### src/shared/dcc_pkg.sv
// Behaviour
// Gate bit disables matching port-0 input
// Gated port-0 bits read back as zero
// Result high when positive exceeds negative
// Positive from two pins, negative pin/reference
// Select and output bits give eight configurations
// Result readable, drives pin when enabled
// Two control registers with identical layout
// Software waits 10 us before interrupt
// Software clears flag before enabling interrupt
// Result change sets the change flag
// Request needs flag, own and global enable; irq_out needs only a status bit and its mask bit
// Comparators keep running in idle/power-down
// Enabled change wakes processor from sleep
// Software makes output pin push-pull
// Software makes analog pins input-only
// Internal reference is default negative input
// Service routine clears flag before return
// Synchronise result, detect change against previous
package dcc_pkg;
    // Register indices; byte address is four times the index
    localparam int          IDX_W       = 10;
    localparam logic [9:0]  GATE_IDX    = 10'h0f6;
    localparam logic [1:0][9:0] CTL_IDX = {10'h0f1, 10'h0f0};
    localparam logic [9:0]  IEN_IDX     = 10'h0f2;
    localparam logic [9:0]  STS_IDX     = 10'h0f3;
    localparam logic [9:0]  MSK_IDX     = 10'h0f4;
    localparam logic [9:0]  PORT_IDX    = 10'h0f5;
    // Comparator control register fields
    localparam int          FLAG_B      = 0;
    localparam int          OE_B        = 1;
    localparam int          CN_B        = 2;
    localparam int          CP_B        = 3;
    localparam int          RES_B       = 4;
    localparam int          EN_B        = 5;
    localparam int          CTL_W       = 6;
    // Interrupt enable register fields
    localparam logic [1:0][2:0] EC_B    = {3'h2, 3'h5};
    localparam int          EA_B        = 7;
    // Reset values
    localparam logic [7:0]  GATE_RST    = 8'h00;
    localparam logic [7:0]  IEN_RST     = 8'h00;
    localparam logic [5:0]  CTL_RST     = 6'h00;
    localparam logic [1:0]  STS_RST     = 2'h0;
    localparam logic [1:0]  MSK_RST     = 2'h0;
    // Analog level coding and internal reference code
    localparam int          AIN_W       = 8;
    localparam logic [7:0]  VREF_CODE   = 8'h41;
endpackage

### src/shared/dcc_chan_if.sv
interface dcc_chan_if #(parameter int AW = 8);
    logic          en;
    logic          cp;
    logic          cn;
    logic [AW-1:0] pos_a;
    logic [AW-1:0] pos_b;
    logic [AW-1:0] neg_pin;
    logic [AW-1:0] vref;
    logic          result;
    logic          change;
    modport ctl (output en, cp, cn, pos_a, pos_b, neg_pin, vref,
                 input  result, change);
    modport cmp (input  en, cp, cn, pos_a, pos_b, neg_pin, vref,
                 output result, change);
endinterface

### src/hdl/dcc_cmp_chan.sv
module dcc_cmp_chan (
    input  wire logic sys_clk_in,
    input  wire logic rstn_in,
    dcc_chan_if.cmp   ch
);
    import dcc_pkg::*;

    typedef struct packed {
        logic s1;
        logic s2;
        logic prev;
        logic chg;
    } dcc_chan_s;

    dcc_chan_s st_r;
    dcc_chan_s st_nxt;
    logic      raw_w;

    ////////////////////////////////////////////////////////////////////
    always_comb begin
        logic [$bits(ch.pos_a)-1:0] pos;
        logic [$bits(ch.pos_a)-1:0] neg;
        // input selection
        pos = ch.cp ? ch.pos_b : ch.pos_a;
        // reference by default
        neg = ch.cn ? ch.neg_pin : ch.vref;
        // positive above negative
        raw_w = ch.en && (pos > neg);
        st_nxt = st_r;
        st_nxt.s1 = raw_w;
        st_nxt.s2 = st_r.s1;
        st_nxt.prev = st_r.s2;
        // compare with previous
        st_nxt.chg = ch.en && (st_r.s2 != st_r.prev);
    end

    always_ff @(posedge sys_clk_in or negedge rstn_in) begin
        if (!rstn_in) begin
            st_r <= '0;
        end else begin
            st_r <= st_nxt;
        end
    end

    assign ch.result = st_r.s2;
    assign ch.change = st_r.chg;
endmodule // dcc_cmp_chan

### src/hdl/dcc_top.sv
module dcc_top #(
    parameter int              AW   = dcc_pkg::AIN_W,
    parameter logic [AW-1:0]   VREF = AW'(dcc_pkg::VREF_CODE)
) (
    input  wire logic               sys_clk_in,
    input  wire logic               rstn_in,
    input  wire logic               wb_cyc_in,
    input  wire logic               wb_stb_in,
    input  wire logic               wb_we_in,
    input  wire logic [11:0]        wb_adr_in,
    input  wire logic [3:0]         wb_sel_in,
    input  wire logic [31:0]        wb_dat_in,
    output      logic [31:0]        wb_dat_out,
    output      logic               wb_ack_out,
    input  wire logic [1:0][AW-1:0] pos_a_in,
    input  wire logic [1:0][AW-1:0] pos_b_in,
    input  wire logic [1:0][AW-1:0] neg_pin_in,
    input  wire logic [7:0]         port0_pins_in,
    input  wire logic               idle_in,
    input  wire logic               pdown_in,
    output      logic [1:0]         cmp_pin_out,
    output      logic [1:0]         cmp_pin_oe_out,
    output      logic [7:0]         port0_din_dis_out,
    output      logic [1:0]         cmp_irq_out,
    output      logic               irq_out,
    output      logic               wake_out
);
    import dcc_pkg::*;

    typedef struct packed {
        logic [1:0][CTL_W-1:0] ctl;
        logic [7:0]            ien;
        logic [1:0]            sts;
        logic [1:0]            msk;
        logic [7:0]            gate;
        logic                  ack;
        logic [31:0]           rdat;
        logic [1:0]            pin;
        logic [1:0]            pin_oe;
        logic [1:0]            cmp_irq;
        logic                  irq;
        logic                  wake;
    } dcc_st_s;

    localparam dcc_st_s ST_RST = '{
        ctl: {CTL_RST, CTL_RST}, ien: IEN_RST, sts: STS_RST,
        msk: MSK_RST, gate: GATE_RST, default: '0};

    dcc_st_s    st_r;
    dcc_st_s    st_nxt;
    logic [1:0] res_w;
    logic [1:0] chg_w;

    ////////////////////////////////////////////////////////////////////
    // One comparator channel per control register
    // identical channels
    for (genvar i = 0; i < 2; i++) begin : g_cmp
        dcc_chan_if #(.AW(AW)) ch ();
        assign ch.en      = st_r.ctl[i][EN_B];
        assign ch.cp      = st_r.ctl[i][CP_B];
        assign ch.cn      = st_r.ctl[i][CN_B];
        assign ch.pos_a   = pos_a_in[i];
        assign ch.pos_b   = pos_b_in[i];
        assign ch.neg_pin = neg_pin_in[i];
        assign ch.vref    = VREF;
        assign res_w[i]   = ch.result;
        assign chg_w[i]   = ch.change;
        // no power-mode gating
        dcc_cmp_chan u_chan (
            .sys_clk_in (sys_clk_in),
            .rstn_in    (rstn_in),
            .ch         (ch.cmp)
        );
    end

    ////////////////////////////////////////////////////////////////////
    always_comb begin
        logic             acc;
        logic             wr;
        logic [IDX_W-1:0] idx;
        logic [7:0]       d;
        acc = wb_cyc_in && wb_stb_in && !st_r.ack;
        wr  = acc && wb_we_in && wb_sel_in[0];
        idx = wb_adr_in[11:2];
        d   = wb_dat_in[7:0];
        st_nxt = st_r;
        st_nxt.ack = acc;

        for (int i = 0; i < 2; i++) begin
            if (wr && idx == CTL_IDX[i]) begin
                // eight configurations
                st_nxt.ctl[i][EN_B] = d[EN_B];
                st_nxt.ctl[i][CP_B] = d[CP_B];
                st_nxt.ctl[i][CN_B] = d[CN_B];
                st_nxt.ctl[i][OE_B] = d[OE_B];
                if (!d[FLAG_B]) begin
                    st_nxt.ctl[i][FLAG_B] = 1'b0;
                end
            end
            // change sets flag
            if (chg_w[i]) begin
                st_nxt.ctl[i][FLAG_B] = 1'b1;
            end
            st_nxt.ctl[i][RES_B] = res_w[i];
            // result onto pin
            st_nxt.pin[i]    = res_w[i];
            st_nxt.pin_oe[i] = st_r.ctl[i][OE_B];
            // three-way gate
            st_nxt.cmp_irq[i] = st_r.ctl[i][FLAG_B]
                              && st_r.ien[EC_B[i]] && st_r.ien[EA_B];
        end

        if (wr && idx == STS_IDX) begin
            st_nxt.sts = st_r.sts & ~d[1:0];
        end
        st_nxt.sts = st_nxt.sts | chg_w;
        if (wr && idx == MSK_IDX) begin
            st_nxt.msk = d[1:0];
        end
        if (wr && idx == IEN_IDX) begin
            st_nxt.ien = d;
        end
        // gate register
        if (wr && idx == GATE_IDX) begin
            st_nxt.gate = d;
        end

        st_nxt.irq = |(st_r.sts & st_r.msk);
        // wake on enabled change
        st_nxt.wake = (|st_r.cmp_irq) && (idle_in || pdown_in);

        st_nxt.rdat = '0;
        if (acc && !wb_we_in) begin
            unique case (idx)
                CTL_IDX[0]: st_nxt.rdat[7:0] = {2'h0, st_r.ctl[0]};
                CTL_IDX[1]: st_nxt.rdat[7:0] = {2'h0, st_r.ctl[1]};
                IEN_IDX:    st_nxt.rdat[7:0] = st_r.ien;
                STS_IDX:    st_nxt.rdat[1:0] = st_r.sts;
                MSK_IDX:    st_nxt.rdat[1:0] = st_r.msk;
                GATE_IDX:   st_nxt.rdat[7:0] = st_r.gate;
                // gated bits read zero
                PORT_IDX:   st_nxt.rdat[7:0] = port0_pins_in & ~st_r.gate;
                default:    st_nxt.rdat = '0;
            endcase
        end
    end

    always_ff @(posedge sys_clk_in or negedge rstn_in) begin
        if (!rstn_in) begin
            st_r <= ST_RST;
        end else begin
            st_r <= st_nxt;
        end
    end

    assign wb_dat_out        = st_r.rdat;
    assign wb_ack_out        = st_r.ack;
    assign cmp_pin_out       = st_r.pin;
    assign cmp_pin_oe_out    = st_r.pin_oe;
    assign port0_din_dis_out = st_r.gate;
    assign cmp_irq_out       = st_r.cmp_irq;
    assign irq_out           = st_r.irq;
    assign wake_out          = st_r.wake;
endmodule // dcc_top

### config.mk
export PLATFORM = sky130hd
export DESIGN_NAME = dcc_top
export DESIGN_NICKNAME = d
export VERILOG_FILES = /design/src/shared/dcc_pkg.sv /design/src/shared/dcc_chan_if.sv /design/src/hdl/dcc_cmp_chan.sv /design/src/hdl/dcc_top.sv
export SDC_FILE = /design/constraint.sdc
export NUM_CORES = 1
export LEC_CHECK = 0
export BUFFER_PORTS_ARGS = -buffer_cell sky130_fd_sc_hd__buf_2
export CORE_ASPECT_RATIO = 1.4
export CORE_UTILIZATION = 44
export CTS_BUF_LIST = sky130_fd_sc_hd__clkbuf_2 sky130_fd_sc_hd__clkbuf_4 sky130_fd_sc_hd__clkbuf_8
export DETAILED_ROUTE_END_ITERATION = 7
export PLACE_DENSITY = 0.77
export SKIP_CTS_REPAIR_TIMING = 1
export SLEW_MARGIN = 20
export SYNTH_ARGS = -nofsm -noshare
export SYNTH_HDL_FRONTEND = slang
export SYNTH_SLANG_ARGS = --single-unit
### constraint.sdc
create_clock -name sys_clk_in -period 2.49 [get_ports sys_clk_in]
set_input_delay 0.1245 -clock sys_clk_in [delete_from_list [all_inputs] [get_ports sys_clk_in]]
set_output_delay 0.1245 -clock sys_clk_in [all_outputs]
set_load 0.01 [all_outputs]
==> metrics.csv <==
metric;value;unit
Crit-path slowest cell;dfrtp_1;
Via-to-Cell Ratio;5.15;
Int Pwr;1.16;mW
RSZ-0062 raised after global routing;no;
CP peak stage delay;0.60;ns
Starting DRT DRC Count;120;
Final WS setup;0.570;ns
clock sink count;53;
number of I/O pins;160;
Root Driver;clkbuf_8;
first-pass GRT wire length;10800;um
unique cell type count in the Yosys netlist;46;
largest net degree at the start of global routing;22;
TritonCTS buffer count;5;
Period minus WS final;1.92;ns
status;completed;
sequential share of the synthesized area;39.7;%
DP HPWL;5450;um
layout cell share with drive strength beyond 1;46.3;%
core box area;7360;um^2
final cell count without fillers;477;
hold endpoint;wake_out$_DFF_PN0_;
power share of the combinational group;12.8;%
TritonRoute pass-1 iters;4;
CTS tree;done;
Slew Viols, Final;0;
Max Fanout on Critical Path;10;
Placed Area;3670;um^2
nature of the critical path startpoint;register;
crit end category;register;
worst reg2reg startpoint;g_cmp[1].ch.cp$_DFFE_PN0P_;
initial antenna violation count;0;
vias in the first global route;2400;
placed insts;468;
# DRC;0;
Post-synth EDFFs;0;
Initial Utilization;45.4;%
period utilization;77.1;%
Final Util;51.3;%
Final Instance Area;3770;um^2
Total Power;1.56;mW
DR WL/cell;14.4;um
r2r endpoint;g_cmp[1].u_chan.st_nxt[2]$_DFF_PN0_;
hold_sp;idle_in;
worst endpoint required time;2.69;ns
Place WS;0.572;ns
area leader, netlist;dfrtp_1;
cell depth of the worst flop-to-flop path;6;
P_leak;1.99;nW
ys flop type;dfrtp_1;
Crit. Startpoint;g_cmp[1].ch.cp$_DFFE_PN0P_;
syn_area_per_cell;11.2;um^2
Seq cells post-synth;53;
Overflow after GRT;0;
H-tree depth;2;
Die Ht;105;um
Cell Rows;37;
final worst hold slack;0.0282;ns
switching power share of the total;25.9;%
PortBufs;106;
hold path depth;2;
antenna viol nets, final;0;
Synth Cell Area;3340;um^2
FMAX;521;MHz
Mapped Cells;297;
Setup Skew;0.00746;ns
All-Layer GR Usage;18.2;%
clock share of power;31.8;%
Synth async-reset ratio;100;%
drt total wl;6880;um
r2r setup slk;0.57;ns
Worst Path Arrival;2.12;ns
vias;2458;
total power per unit cell area;413;nW/um^2
Layout area overhead;13.0;%
Die W;75.6;um
Peak VDD IR;0.000203;V
synth top area cells;dfrtp_1, mux2_2, buf_4;
worst-path cell chain;mux2_2, ha_1, nor2b_1, o211ai_1, a21o_1, a31oi_1;
setup TNS;0;ns
die area;7940;um^2
clock slew at reported path FFs;0.10;ns
Psw;404;uW
Placer Congestion;0.823;
max-cap check violation count;0;
Setup-failing EPs final;0;
clock latency on the worst-skew pair;0.31;ns
fill count;673;
Clock Path Buffers;2;
# nets final;506;
Hold Violations, Final;0;
share of the synthesized area in the top cell type;39.7;%
ant diodes;0;
Seq pwr share;55.4;%
Synthesis Warnings;0;
Hold Crit Class;input pin to register;
kind of critical path;register to register;
==> how the worst max path moves through the flow <==
| stage | endpoint | slack, ns | cells past startpoint |
|---|---|---|---|
| final | g_cmp[1].u_chan.st_nxt[2]$_DFF_PN0_ | 0.57 | 6 |
| after global routing | g_cmp[0].u_chan.st_nxt[2]$_DFF_PN0_ | 0.48 | 6 |
| after CTS | g_cmp[0].u_chan.st_nxt[2]$_DFF_PN0_ | 0.56 | 6 |
| after detailed placement | g_cmp[0].u_chan.st_nxt[2]$_DFF_PN0_ | 0.57 | 6 |
| after global placement | g_cmp[0].u_chan.st_nxt[2]$_DFF_PN0_ | 0.62 | 6 |
| after floorplan | g_cmp[0].u_chan.st_nxt[2]$_DFF_PN0_ | 0.62 | 7 |
==> placed cells by master (no fill, tap or decap), types with 7 or more instances in the layout <==
cell type	count
buf_2	106
mux2_2	47
nand4_1	7
dfrtp_1	53
nor2b_1	8
a21oi_1	8
nand3_1	7
a21o_1	8
nor2_1	9
ha_1	16
nand2_1	14
conb_1	24
==> logic make-up after synthesis <==
group	Yosys count	synth area share [%]
and+or+nand+nor	71	13.5
buffers and inverters	62	13.3
muxes	55	19.0
DFF	53	39.7
AOI/OAI and AO/OA	37	7.83
adders and majority gates	16	6.00
xor gates and xnor gates	2	0.525
other	1	0.112
==> final cells by class <==
class	count	area [um^2]	area share [%]
clock inverters	3	25.0	0.663
inverters	4	15.0	0.398
well taps	97	121	3.22
flip-flops and latches	53	1330	35.1
multi-input cells	205	1650	43.8
clock buffers	5	68.8	1.82
repair buffers	110	563	14.9
==> power groups by stage <==
stage | registers [mW] | logic [mW] | clock network, mW
floorplan | 0.881 | 0.125 | 0
global placement | 0.880 | 0.193 | 0
detailed placement | 0.881 | 0.198 | 0
CTS | 0.864 | 0.199 | 0.510
global route | 0.864 | 0.225 | 0.530
finish | 0.863 | 0.199 | 0.496
==> metal layers <==
metal  wire length (um)  vias up  track usage (%)
met5                  0        -                0
met4                227        0             8.60
met3                403       15             2.70
met2               3600      110             31.6
met1               2660     1172             21.2
li1                   -     1161                -
==> synth_stat cells, types with 2 or more instances <==
cell type and n:
a222oi_1 3, xor2_1 2, nand2_1 14, nand2b_1 4, clkbuf_1 4, mux2_2 47, inv_1 3, a31oi_1 3
and3_1 5, nand4_1 7, nor3_1 2, dfrtp_1 53, buf_2 2, mux2_4 5, nor2b_1 8, nand3_1 7
buf_4 47, nor2_1 9, buf_6 3, mux2i_1 3, a32oi_1 4, o21ai_0 4, nor3b_1 2, o211ai_1 2
ha_1 16, a21oi_1 8, nand4_4 2, a21o_1 8, and2_1 3
==> registers in the layout, indices dropped and copies added, names as in the netlist <==
name                    flops
wb_ack_out                  1
wake_out                    1
cmp_irq_out                 2
g_cmp.ch.cp                 2
g_cmp.ch.cn                 2
st_nxt                      2
g_cmp.u_chan.st_nxt         2
g_cmp.ch.en                 2
g_cmp.u_chan.ch.change      2
port0_din_dis_out           8
cmp_pin_oe_out              2
wb_dat_out                  8
irq_out                     1
g_cmp.u_chan.ch.result      2
cmp_pin_out                 2
st_r                       14
==> critical path, delay by kind of cell, from the launching register on <==
| family | cells | cell delay, ns |
|---|---|---|
| simple gates | 1 | 0.13 |
| fa+ha+maj | 1 | 0.30 |
| flops | 1 | 0.60 |
| mux | 1 | 0.39 |
| compound gates | 3 | 0.37 |
Power figures use the tool's default switching activity.
